### src/rcst_pkg.sv
// package of constants and carriers for the reset-cause status and time-out block
// assumes one 10 MHz clock; reset events arrive as one-cycle pulses
package rcst_pkg;

	localparam int          CLK_HZ          = 10_000_000;
	localparam int          POWERUP_DELAY_TIMER_MS         = 72;
	localparam int          POWERUP_DELAY_TIMER_CYCLES     = POWERUP_DELAY_TIMER_MS * (CLK_HZ / 1000);
	localparam int          OST_CYCLES      = 1024;
	localparam logic [12:0] PC_RESET        = 13'h0000;
	localparam logic [12:0] PC_IRQ_VECTOR   = 13'h0004;
	localparam logic [4:0]  COUNTER_HIGH_LATCH_RESET    = 5'h00;
	localparam logic [7:0]  IRQCON_RESET    = 8'h00;
	localparam logic [7:0]  STAT_RESET      = 8'h18;
	localparam int          STAT_TO_BIT     = 4;
	localparam int          STAT_PD_BIT     = 3;
	localparam int          PSR_BOR_BIT     = 0;
	localparam int          PSR_POR_BIT     = 1;
	localparam int          IRQCON_GIE_BIT  = 7;

	typedef enum logic [1:0] {
		RCST_OSC_LP = 2'b00,
		RCST_OSC_XT = 2'b01,
		RCST_OSC_HS = 2'b10,
		RCST_OSC_RC = 2'b11
	} rcst_osc_t;

	typedef enum logic [2:0] {
		RCST_EV_NONE     = 3'b000,
		RCST_EV_POR      = 3'b001,
		RCST_EV_BOR      = 3'b010,
		RCST_EV_MASTER_CLEAR_PIN_RUN = 3'b011,
		RCST_EV_MASTER_CLEAR_PIN_SLP = 3'b100,
		RCST_EV_WDT_RST  = 3'b101,
		RCST_EV_WDT_WAKE = 3'b110,
		RCST_EV_IRQ_WAKE = 3'b111
	} rcst_event_t;

	typedef struct packed {
		logic por;
		logic bor;
		logic master_clear_pin;
		logic wdt;
		logic irq_wake;
	} rcst_req_t;

	typedef struct packed {
		logic [7:0] addr;
		logic [7:0] wdata;
		logic       we;
		logic       re;
	} rcst_bus_t;

	localparam logic [7:0] ADDR_PSR  = 8'h00;
	localparam logic [7:0] ADDR_STAT = 8'h01;
	localparam logic [7:0] ADDR_CFG  = 8'h02;
	localparam logic [7:0] ADDR_INFO = 8'h03;

endpackage

### src/rcst_cause_dec.sv
// combinational classifier: picks one reset kind from the request pulses
// assumes requests are one-cycle pulses; a higher kind wins a tie
`timescale 1ns/1ps
module rcst_cause_dec (
	input  wire rcst_pkg::rcst_req_t   req,
	input  wire logic                  asleep,
	output rcst_pkg::rcst_event_t      ev
);
	wire is_por   = req.por;
	wire is_bor   = !req.por && req.bor;
	wire is_master_clear_pin  = !req.por && !req.bor && req.master_clear_pin;
	wire is_wdt   = !req.por && !req.bor && !req.master_clear_pin && req.wdt;
	wire is_irq   = !req.por && !req.bor && !req.master_clear_pin && !req.wdt && req.irq_wake && asleep;

	assign ev = is_por  ? rcst_pkg::RCST_EV_POR :
	            is_bor  ? rcst_pkg::RCST_EV_BOR :
	            is_master_clear_pin ? (asleep ? rcst_pkg::RCST_EV_MASTER_CLEAR_PIN_SLP : rcst_pkg::RCST_EV_MASTER_CLEAR_PIN_RUN) :
	            is_wdt  ? (asleep ? rcst_pkg::RCST_EV_WDT_WAKE : rcst_pkg::RCST_EV_WDT_RST) :
	            is_irq  ? rcst_pkg::RCST_EV_IRQ_WAKE : rcst_pkg::RCST_EV_NONE;
endmodule

### src/rcst_delay_cnt.sv
// down-counter that measures one delay of a programmable length
// assumes start is a one-cycle pulse; a new start restarts the count
`timescale 1ns/1ps
module rcst_delay_cnt #(
	parameter int W = 20
) (
	input  wire logic         clk,
	input  wire logic         rst_n,
	input  wire logic         start,
	input  wire logic [W-1:0] length,
	output logic              busy,
	output logic              done
);
	logic [W-1:0] cnt_r;
	logic         busy_r;
	logic         done_r;
	wire          last = busy_r && (cnt_r == '0);

	always_ff @(posedge clk) begin
		if (!rst_n) begin
			cnt_r  <= '0;
			busy_r <= 1'b0;
			done_r <= 1'b0;
		end else begin
			done_r <= last && !start;
			if (start) begin
				cnt_r  <= length - W'(1);
				busy_r <= 1'b1;
			end else if (last) begin
				busy_r <= 1'b0;
			end else if (busy_r) begin
				cnt_r <= cnt_r - W'(1);
			end
		end
	end

	assign busy = busy_r;
	assign done = done_r;
endmodule

### src/rcst_top.sv
// reset-cause recording, register reset values and start-up time-out sequencing
// assumes reset requests are one-cycle pulses from detectors outside; rst_n is the
// digital reset of this logic only and is not one of the recorded resets
//
// The address map and the address-and-strobe port were chosen for this implementation.
`timescale 1ns/1ps
module rcst_top #(
	parameter int POWERUP_DELAY_TIMER_CYCLES = rcst_pkg::POWERUP_DELAY_TIMER_CYCLES,
	parameter int OST_CYCLES  = rcst_pkg::OST_CYCLES
) (
	input  wire logic                clk,
	input  wire logic                rst_n,
	input  wire rcst_pkg::rcst_req_t req,
	input  wire logic                asleep,
	input  wire rcst_pkg::rcst_osc_t osc_mode,
	input  wire logic                powerup_timer_enable_n,
	input  wire logic                brownout_enable,
	input  wire logic [12:0]         pc_now,
	input  wire logic [7:0]          irq_wake_flags,
	input  wire rcst_pkg::rcst_bus_t bus,
	output logic [7:0]               rdata,
	output logic                     core_reset,
	output logic                     pc_load,
	output logic [12:0]              program_counter,
	output logic [7:0]               status_reg,
	output logic [4:0]               counter_high_latch,
	output logic [7:0]               irq_control_reg,
	output logic                     cause_illegal,
	output logic                     undef_regs
);
	localparam int CW = 20;

	////////////////////////////////////////////////////////////////////////////////
	// event classification

	rcst_pkg::rcst_event_t ev;

	rcst_cause_dec u_dec (
		.req    (req),
		.asleep (asleep),
		.ev     (ev)
	);

	wire ev_por   = (ev == rcst_pkg::RCST_EV_POR);
	wire ev_bor   = (ev == rcst_pkg::RCST_EV_BOR);
	wire ev_mrun  = (ev == rcst_pkg::RCST_EV_MASTER_CLEAR_PIN_RUN);
	wire ev_mslp  = (ev == rcst_pkg::RCST_EV_MASTER_CLEAR_PIN_SLP);
	wire ev_wrst  = (ev == rcst_pkg::RCST_EV_WDT_RST);
	wire ev_wwake = (ev == rcst_pkg::RCST_EV_WDT_WAKE);
	wire ev_iwake = (ev == rcst_pkg::RCST_EV_IRQ_WAKE);
	wire ev_any   = (ev != rcst_pkg::RCST_EV_NONE);
	wire ev_reset = ev_por || ev_bor || ev_mrun || ev_mslp || ev_wrst;
	wire ev_wake  = ev_wwake || ev_iwake;

	////////////////////////////////////////////////////////////////////////////////
	// time-out selection

	wire crystal     = (osc_mode != rcst_pkg::RCST_OSC_RC);
	wire powerup_delay_timer_on     = !powerup_timer_enable_n || brownout_enable;
	// brown-out always runs the power-up timer; power-on only when the timer or brown-out reset is enabled
	wire need_powerup_delay_timer   = (ev_por && powerup_delay_timer_on) || ev_bor;
	wire need_ost    = crystal && (ev_por || ev_bor || ev_wwake || ev_iwake);

	// idle, power-up delay, start-up count; any new event restarts the sequence from the top
	typedef enum logic [1:0] {
		RCST_SQ_IDLE = 2'b00,
		RCST_SQ_POWERUP_DELAY_TIMER = 2'b01,
		RCST_SQ_OST  = 2'b10
	} rcst_seq_t;

	rcst_seq_t seq_r;
	rcst_seq_t seq_nxt;
	logic      ost_pend_r;
	logic      powerup_delay_timer_start;
	logic      ost_start;
	logic      powerup_delay_timer_done;
	logic      ost_done;

	// the power-up delay is counted on the core clock; a separate slow timing source is not modelled
	rcst_delay_cnt #(.W(CW)) u_powerup_delay_timer (
		.clk    (clk),
		.rst_n  (rst_n),
		.start  (powerup_delay_timer_start),
		.length (CW'(POWERUP_DELAY_TIMER_CYCLES)),
		.busy   (),
		.done   (powerup_delay_timer_done)
	);

	rcst_delay_cnt #(.W(CW)) u_ost (
		.clk    (clk),
		.rst_n  (rst_n),
		.start  (ost_start),
		.length (CW'(OST_CYCLES)),
		.busy   (),
		.done   (ost_done)
	);

	assign powerup_delay_timer_start = ev_any && need_powerup_delay_timer;
	// start-up count follows the power-up delay, or starts at once without one
	wire ost_direct   = ev_any && need_ost && !need_powerup_delay_timer;
	wire ost_after    = (seq_r == RCST_SQ_POWERUP_DELAY_TIMER) && powerup_delay_timer_done && ost_pend_r && !ev_any;
	assign ost_start  = ost_direct || ost_after;

	always_comb begin
		seq_nxt = seq_r;
		unique case (seq_r)
			RCST_SQ_IDLE: begin
				if (powerup_delay_timer_start)
					seq_nxt = RCST_SQ_POWERUP_DELAY_TIMER;
				else if (ost_start)
					seq_nxt = RCST_SQ_OST;
			end
			RCST_SQ_POWERUP_DELAY_TIMER: begin
				if (powerup_delay_timer_start)
					seq_nxt = RCST_SQ_POWERUP_DELAY_TIMER;
				else if (ev_any && ost_start)
					seq_nxt = RCST_SQ_OST;
				else if (ev_any)
					seq_nxt = RCST_SQ_IDLE;
				else if (powerup_delay_timer_done)
					seq_nxt = ost_pend_r ? RCST_SQ_OST : RCST_SQ_IDLE;
			end
			RCST_SQ_OST: begin
				if (powerup_delay_timer_start)
					seq_nxt = RCST_SQ_POWERUP_DELAY_TIMER;
				else if (ev_any && !ost_start)
					seq_nxt = RCST_SQ_IDLE;
				else if (ost_done && !ev_any)
					seq_nxt = RCST_SQ_IDLE;
			end
			default: seq_nxt = RCST_SQ_IDLE;
		endcase
	end

	// hold reset while a reset kind is counting; a wake-up counts its start-up delay
	// without raising core_reset, so a reset kind arriving later still takes over
	logic hold_r;
	logic wake_pend_r;

	wire wake_nxt = ev_any ? ev_wake : (wake_pend_r && seq_nxt != RCST_SQ_IDLE);
	wire hold_nxt = ((seq_nxt != RCST_SQ_IDLE) && !wake_nxt) || ev_reset;

	always_ff @(posedge clk) begin
		if (!rst_n)
			seq_r <= RCST_SQ_IDLE;
		else
			seq_r <= seq_nxt;
	end

	always_ff @(posedge clk) begin
		if (!rst_n)
			ost_pend_r <= 1'b0;
		else if (ev_any)
			ost_pend_r <= need_ost;
	end

	always_ff @(posedge clk) begin
		if (!rst_n)
			hold_r <= 1'b1;
		else
			hold_r <= hold_nxt;
	end

	always_ff @(posedge clk) begin
		if (!rst_n)
			wake_pend_r <= 1'b0;
		else
			wake_pend_r <= wake_nxt;
	end

	////////////////////////////////////////////////////////////////////////////////
	// power status flags: cleared only by rst_n, a software write or their own event, never by other recorded resets

	logic [1:0] psr_r;
	logic [1:0] psr_nxt;
	wire        psr_we = bus.we && (bus.addr == rcst_pkg::ADDR_PSR);

	always_comb begin
		psr_nxt = psr_r;
		if (psr_we)
			psr_nxt = bus.wdata[1:0];
		// a power-on or brown-out event on the same cycle as a write wins over it
		if (ev_por)
			psr_nxt[rcst_pkg::PSR_POR_BIT] = 1'b0;
		if (ev_bor)
			psr_nxt[rcst_pkg::PSR_BOR_BIT] = 1'b0;
		// watchdog reset finds both flags set by software; keep them as they are
		if (ev_wrst)
			psr_nxt = psr_r;
	end

	always_ff @(posedge clk) begin
		if (!rst_n)
			psr_r <= 2'h0;
		else
			psr_r <= psr_nxt;
	end

	// with brown-out reset disabled the flag is not meaningful; it reads as zero
	wire bor_valid = brownout_enable;

	////////////////////////////////////////////////////////////////////////////////
	// status timeout/powerdown and per-reset values

	logic [7:0]  stat_r;
	logic [7:0]  stat_nxt;
	logic [12:0] pc_r;
	logic [12:0] pc_nxt;
	logic [4:0]  pclh_r;
	logic [7:0]  irqc_r;
	logic        pc_load_r;
	logic        undef_r;
	wire         global_irq_enable = irqc_r[rcst_pkg::IRQCON_GIE_BIT];

	always_comb begin
		stat_nxt = stat_r;
		if (ev_por || ev_bor)
			stat_nxt = {3'h0, 1'b1, 1'b1, stat_r[2:0]};
		else if (ev_mrun)
			stat_nxt = {3'h0, stat_r[4:0]};
		else if (ev_mslp)
			stat_nxt = {3'h0, 1'b1, 1'b0, stat_r[2:0]};
		else if (ev_wrst)
			stat_nxt = {3'h0, 1'b0, 1'b1, stat_r[2:0]};
		else if (ev_wwake)
			stat_nxt = {stat_r[7:5], 1'b0, 1'b0, stat_r[2:0]};
		else if (ev_iwake)
			stat_nxt = {stat_r[7:5], 1'b1, 1'b0, stat_r[2:0]};
	end

	assign pc_nxt = ev_reset ? rcst_pkg::PC_RESET :
	                (ev_iwake && global_irq_enable) ? rcst_pkg::PC_IRQ_VECTOR :
	                pc_now + 13'h0001;

	wire irqc_we = bus.we && (bus.addr == rcst_pkg::ADDR_INFO);
	wire cfg_we  = bus.we && (bus.addr == rcst_pkg::ADDR_CFG);

	always_ff @(posedge clk) begin
		if (!rst_n)
			stat_r <= rcst_pkg::STAT_RESET;
		else
			stat_r <= stat_nxt;
	end

	always_ff @(posedge clk) begin
		if (!rst_n)
			pc_load_r <= 1'b0;
		else
			pc_load_r <= ev_any;
	end

	always_ff @(posedge clk) begin
		if (!rst_n)
			pc_r <= rcst_pkg::PC_RESET;
		else if (ev_any)
			pc_r <= pc_nxt;
	end

	always_ff @(posedge clk) begin
		if (!rst_n)
			pclh_r <= rcst_pkg::COUNTER_HIGH_LATCH_RESET;
		else if (ev_reset)
			pclh_r <= rcst_pkg::COUNTER_HIGH_LATCH_RESET;
	end

	// a software write loses to a same-cycle reset or wake-up
	always_ff @(posedge clk) begin
		if (!rst_n)
			irqc_r <= rcst_pkg::IRQCON_RESET;
		else if (ev_reset)
			irqc_r <= {7'h00, irqc_r[0]};
		else if (ev_wake)
			irqc_r <= irqc_r | irq_wake_flags;
		else if (irqc_we)
			irqc_r <= bus.wdata;
	end

	// unknown-valued registers are flagged rather than scrambled; the flag
	// survives every other event and is cleared only by rst_n or by a config register write in a cycle with no event
	always_ff @(posedge clk) begin
		if (!rst_n)
			undef_r <= 1'b0;
		else if (ev_por || ev_bor)
			undef_r <= 1'b1;
		else if (cfg_we && !ev_any)
			undef_r <= 1'b0;
	end

	////////////////////////////////////////////////////////////////////////////////
	// legality of the recorded cause

	wire illegal = !psr_r[rcst_pkg::PSR_POR_BIT] &&
	               (!stat_r[rcst_pkg::STAT_TO_BIT] || !stat_r[rcst_pkg::STAT_PD_BIT]);

	logic illegal_r;

	always_ff @(posedge clk) begin
		if (!rst_n)
			illegal_r <= 1'b0;
		else
			illegal_r <= illegal;
	end

	////////////////////////////////////////////////////////////////////////////////
	// register read port

	wire [7:0] rd_psr  = {6'h00, psr_r[1], psr_r[0] & bor_valid};
	wire [7:0] rd_stat = stat_r;
	wire [7:0] rd_cfg  = {5'h00, undef_r, seq_r};
	wire [7:0] rd_info = irqc_r;
	wire [7:0] rd_mux  = (bus.addr == rcst_pkg::ADDR_PSR)  ? rd_psr  :
	                     (bus.addr == rcst_pkg::ADDR_STAT) ? rd_stat :
	                     (bus.addr == rcst_pkg::ADDR_CFG)  ? rd_cfg  :
	                     (bus.addr == rcst_pkg::ADDR_INFO) ? rd_info : 8'h00;

	logic [7:0] rdata_r;

	always_ff @(posedge clk) begin
		if (!rst_n)
			rdata_r <= 8'h00;
		else
			rdata_r <= bus.re ? rd_mux : 8'h00;
	end

	////////////////////////////////////////////////////////////////////////////////
	// outputs, all from flip-flops

	assign rdata              = rdata_r;
	assign core_reset         = hold_r;
	assign pc_load            = pc_load_r;
	assign program_counter    = pc_r;
	assign status_reg         = stat_r;
	assign counter_high_latch = pclh_r;
	assign irq_control_reg    = irqc_r;
	assign cause_illegal      = illegal_r;
	assign undef_regs         = undef_r;
endmodule

### config.mk
export PLATFORM = sky130hd
export DESIGN_NAME = rcst_top
export DESIGN_NICKNAME = d
export VERILOG_FILES = /design/src/rcst_pkg.sv /design/src/rcst_cause_dec.sv /design/src/rcst_delay_cnt.sv /design/src/rcst_top.sv
export SDC_FILE = /design/constraint.sdc
export NUM_CORES = 1
export LEC_CHECK = 0
export BUFFER_PORTS_ARGS = -buffer_cell sky130_fd_sc_hd__buf_2
export CAP_MARGIN = 40
export CORE_ASPECT_RATIO = 0.6
export CORE_MARGIN = 4
export CORE_UTILIZATION = 54
export CTS_CLUSTER_SIZE = 16
export DETAILED_ROUTE_END_ITERATION = 10
export MAX_ROUTING_LAYER = met4
export PLACE_DENSITY = 0.8
export SLEW_MARGIN = 5
export SYNTH_ARGS = -nofsm -noshare
export SYNTH_HDL_FRONTEND = slang
export SYNTH_SLANG_ARGS = --single-unit
export TNS_END_PERCENT = 20
### constraint.sdc
create_clock -name clk -period 2.7 [get_ports clk]
set_clock_uncertainty 0.05 [all_clocks]
set_input_delay 0.27 -clock clk [delete_from_list [all_inputs] [get_ports clk]]
set_output_delay 0.27 -clock clk [all_outputs]
set_load 0.03 [all_outputs]
# After elaboration in Yosys (flattened, before gate mapping)
# Index checks and enable logic that the tools add are counted.
# word_totals
register_bits	85
inputBits	51
word_cells	181
# op_classes
addsub	3
n_eq_ne	15
n_mux	46
bitwise_logic	9
reduce_logical	85
# op_table
op	count
$mux W20	3
$logic_not A20 Y1	2
$mux W8	5
$sub A20 B1 Y20 const B	2
$logic_and A1 B1 Y1	31
$mux W10	3
$mux W13	2
$mux W2	13
$mux W5	4
$mux W3	6
$reduce_and A2 Y1	9
$reduce_bool A2 Y1	9
$eq A8 B2 Y1 const B	2
$add A13 B1 Y13 const B	1
$logic_not A1 Y1	13
$eq A3 B3 Y1 const B	4
$logic_or A1 B1 Y1	12
$mux W1	9
$eq A8 B1 Y1 const B	1
$logic_not A8 Y1	1
$or A8 B8 Y8	1
$reduce_or A2 Y1	4
$not A1 Y1	7
$eq A3 B2 Y1 const B	2
11 further kinds	12

# Longest topological paths before layout
# logic_depth
word_depth	30
depth_mapped	8
depth_no_buf	7

# Cells and area by module
# From an unflattened synthesis, not the netlist that was laid out.
# hier_totals
hier_cells	680
area_unflattened_um2	5699.2
# by_module_without_submodules
mod	n_inst	cells_per_inst	area_each_um2	seq_area_each_um2
rcst_delay_cnt	2	213	1774.2	440.4
rcst_top	1	242	2084.5	820.8
rcst_cause_dec	1	12	66.3	0.0

# Least setup slack after synthesis
# No wires, ideal clock.
# synth_timing
path_kind	register to register
startpoint	register u_ost.cnt_r[6]
endpoint	register u_ost.cnt_r[18]
setup_time_ps	125
t_arrival_ps	1898
slack_ps	626
path_stages_with_launch	7
cell_sequence	dfxtp_1 > or4_4 > or2_0 > buf_6 > or4_4 > xor2_1 > nor2_2
# synth_via
elab_chain_cells	4
word_cells_on_any_way	5
# synth_lines
element	line	rtl
start: declaration	rcst_delay_cnt.sv:14	logic [W-1:0] cnt_r;
start signal: assignment	rcst_delay_cnt.sv:27	cnt_r <= length - W'(1);
start signal: assignment	rcst_delay_cnt.sv:32	cnt_r <= cnt_r - W'(1);
branches (longest 4 deep; another with $sub A20 B1 Y20)	n/a	
# Parallel ways; which one is timed is not known.
# A chain may end at the register's enable or synchronous reset.

# Worst setup path after layout
# layout_timing
startpoint	register u_ost.cnt_r[6]
endpoint	register u_ost.cnt_r[1]
# layout_via
elab_chain_cells	4
# layout_lines
element	line	rtl
$logic_not A20 Y1	rcst_delay_cnt.sv:17	wire last = busy_r && (cnt_r == '0);
$logic_and A1 B1 Y1	rcst_delay_cnt.sv:17	
$ne A2 B2 Y1 (no line)	n/a	
$reduce_and A2 Y1 (no line)	n/a	
# No other way between the ends.

==> results.json <==
{
  "run_status": "complete, no violations",
  "drv_slew": 0,
  "clock_path_buffers": 2,
  "finalCritPeriodShare_pct": 83.1,
  "grt_overflow": 0,
  "cts-root-buf": "clkbuf_16",
  "setup_viol": 0,
  "gp_congestion": 0.873,
  "cp_data_required_time_ps": 2920,
  "dp_hpwl_mm": 7.46,
  "grt_pass1_wl_mm": 15.8,
  "syn_area_um2": 4100,
  "max_cap_viol_count": 0,
  "hp-start": "pc_now[0]",
  "power_switching_w": 0.000813,
  "cts_setup_buffers": 0,
  "cp_max_fo": 7,
  "post_drt_wl_per_cell_um": 14.9,
  "critPathLaunchType": "register",
  "num_rows": 24,
  "swShare_pct": 26.9,
  "diodes": 0,
  "cpMaxStageDelayCell": "or4_4",
  "vias": 3884,
  "yosysSeqAreaShare_pct": 41.5,
  "cts_buffers": 9,
  "dieArea_um2": 9100,
  "viasPerCell": 5.70,
  "whs_ps": 91.1,
  "holdPathStages": 2,
  "syn_area_per_cell_um2": 8.44,
  "grt_use_total_pct": 22.5,
  "min_path_type": "input port to register",
  "vdd_drop_max_uv": 380,
  "yosysWarnings": 0,
  "pin_count": 97,
  "initial_utilization_pct": 56.0,
  "drtIter0Drc": 292,
  "min_period_ps": 2240,
  "p_comb_share_pct": 14.1,
  "cp-end-kind": "register",
  "die_x_um": 121,
  "cts_hold_buf": 0,
  "synth-edff-count": 0,
  "stdcell_area_um2": 4910,
  "synthCells": 486,
  "yosysUniqueCellTypes": 64,
  "async_reset_ff_share_pct": 0,
  "crit_chain": "or4_4 -> or2_0 -> o31ai_4 -> mux2_2 -> a21oi_1",
  "fmax_ghz": 0.446,
  "min_to": "program_counter[0]$_SDFFE_PN0P_",
  "clk_pin_slew_ps": 60,
  "antenna_found_initial": 0,
  "criticalPathCategory": "register to register",
  "power.leakage_nw": 1.94,
  "final_core_util_pct": 67.0,
  "hold_viol_final": 0,
  "crit_arrival_ps": 2460,
  "tightest_slew_ps": 637,
  "startpoint": "u_ost.cnt_r[6]$_SDFFE_PN0P_",
  "regToRegStartpoint": "u_ost.cnt_r[6]$_SDFFE_PN0P_",
  "area_growth_pct": 19.6,
  "cellPowerDensity_nw_per_um2": 616,
  "power_frac_clock_pct": 41.0,
  "routed_wirelength_mm": 10.2,
  "drive_above_1_share_pct": 21.1,
  "grt_max_degree": 36,
  "ff2ff_path_depth": 5,
  "dr.pass1.iters": 6,
  "placed_cell_area_um2": 4600,
  "slew_headroom_pct": 57.2,
  "finalSetupTns_ps": 0,
  "ys_seq_elements": 85,
  "core-area_um2": 7330,
  "ant_nets": 0,
  "first_global_vias": 3440,
  "ys.flop_type": "dfxtp_1",
  "cts_tree": "done",
  "worst_r2r_endpoint": "u_ost.cnt_r[1]$_SDFFE_PN0P_",
  "p_int_w": 0.00221,
  "rsz0062_at_grt": "false",
  "critPathMaxStageDelay_ps": 540,
  "die_h_um": 75.5,
  "clk_latency_ps": 340,
  "htreeDepth": 3,
  "numPortBuffers": 85,
  "cts_resized": 0,
  "drcViolationCount": 0,
  "r2r_slack_ps": 460,
  "pwr-share-seq_pct": 44.8,
  "cts_num_sinks": 85,
  "nNetsFinal": 627
}
==> critical path: cells and delay by family (launching register included) <==
family	cells	cell delay, ps
compound gates	2	480
simple gates	2	920
mux	1	370
flops	1	350
==> per-stage QoR <==
stage,setup slack [ps],power [W],cells
final,456,0.00302,682
after global routing,325,0.00315,682
after CTS,453,0.00303,682
after floorplan,626,0.00169,496
after global placement,534,0.00179,666
after detailed placement,496,0.00180,666
==> logic make-up after synthesis <==
logic type	after synthesis	share of synthesized area (%)
AND/OR/NAND/NOR	191	24.6
multiplexers	10	2.53
other	1	0.0914
adder cells (fa/ha/maj)	3	0.915
buffers and inverters	45	5.34
XOR/XNOR	37	7.90
AO/OA/AOI/OAI	114	17.2
flip-flops	85	41.5
==> routing by layer <==
| metal | part of all wire [%] | vias up | track usage [%] | wire (um) |
|---|---|---|---|---|
| met4 | 1.5 | 0 | 7.91 | 150 |
| met3 | 8.7 | 19 | 6.08 | 888 |
| li1 | - | 1903 | - | - |
| met1 | 47 | 1797 | 30.4 | 4810 |
| met5 | 0 | - | - | 0 |
| met2 | 43 | 165 | 32.7 | 4340 |
==> area by class of cell <==
cell class | instances | area [um2]
tap | 104 | 130
multi-input combinational | 366 | 2220
fill | 610 | 2420
clock inverter | 5 | 60.1
clock buffer | 11 | 243
sequential | 85 | 1700
inverter | 18 | 67.6
timing repair buffer | 93 | 485
==> power by group through the flow <==
stage	Sequential (W)	Combinational [W]	Clock, W
2_1_floorplan	0.00138	0.000310	0
3_3_place_gp	0.00138	0.000408	0
3_5_place_dp	0.00138	0.000418	0
4_1_cts	0.00135	0.000421	0.00125
5_1_grt	0.00136	0.000471	0.00131
6_report	0.00136	0.000427	0.00124
==> cells in the mapped netlist (3+ instances only) <==
cell      count  area [um2]
o21ai_0      31         155
a211oi_1      4        30.0
o41ai_1       3        26.3
mux2_2        3        33.8
buf_4        11        82.6
nor3_1       16        80.1
o21ai_1       6        30.0
mux2i_1       7        70.1
o31ai_1       4        30.0
nand2b_1      5        31.3
clkbuf_1     14        52.6
or4_1         7        52.6
nand3_1      14        70.1
nor4_1       11        68.8
a21oi_1      34         170
a31oi_1      11        68.8
xor2_1       18         158
and2_1        7        43.8
dfxtp_1      85        1700
nand3b_1      3        22.5
nand4_1      11        68.8
ha_1          3        37.5
xnor2_1      19         166
or3_1         8        50.1
inv_1        17        63.8
nor2_1       43         161
and3_1        6        37.5
nand2_1      41         154
==> cells in the final DEF, fill, tap and decap left out, types with 3 or more instances in the layout <==
| master | count |
|---|---|
| dfxtp_1 | 85 |
| buf_2 | 85 |
| nor2_1 | 43 |
| nand2_1 | 41 |
| a21oi_1 | 34 |
| o21ai_0 | 31 |
| xnor2_1 | 19 |
| xor2_1 | 18 |
| inv_1 | 17 |
| nor3_1 | 16 |
| nand3_1 | 14 |
| nor4_1 | 11 |
| nand4_1 | 11 |
| a31oi_1 | 11 |
| conb_1 | 11 |
| clkbuf_16 | 9 |
| or3_1 | 8 |
| buf_4 | 8 |
| or4_1 | 7 |
| and2_1 | 7 |
| mux2i_1 | 7 |
| o21ai_1 | 6 |
| and3_1 | 6 |
| nand2b_1 | 5 |
| o31ai_1 | 4 |
| a211oi_1 | 4 |
| nand3b_1 | 3 |
| o41ai_1 | 3 |
| mux2_2 | 3 |
| ha_1 | 3 |
==> worst max path at each step <==
stage                                              end
after floorplan           u_ost.cnt_r[18]$_SDFFE_PP0P_
after global placement    u_ost.cnt_r[18]$_SDFFE_PP0P_
after detailed placement   u_ost.cnt_r[1]$_SDFFE_PN0P_
after CTS                  u_ost.cnt_r[1]$_SDFFE_PN0P_
after global routing       u_ost.cnt_r[1]$_SDFFE_PN0P_
final                      u_ost.cnt_r[1]$_SDFFE_PN0P_
Note: power is estimated with default switching activity, not from simulation.
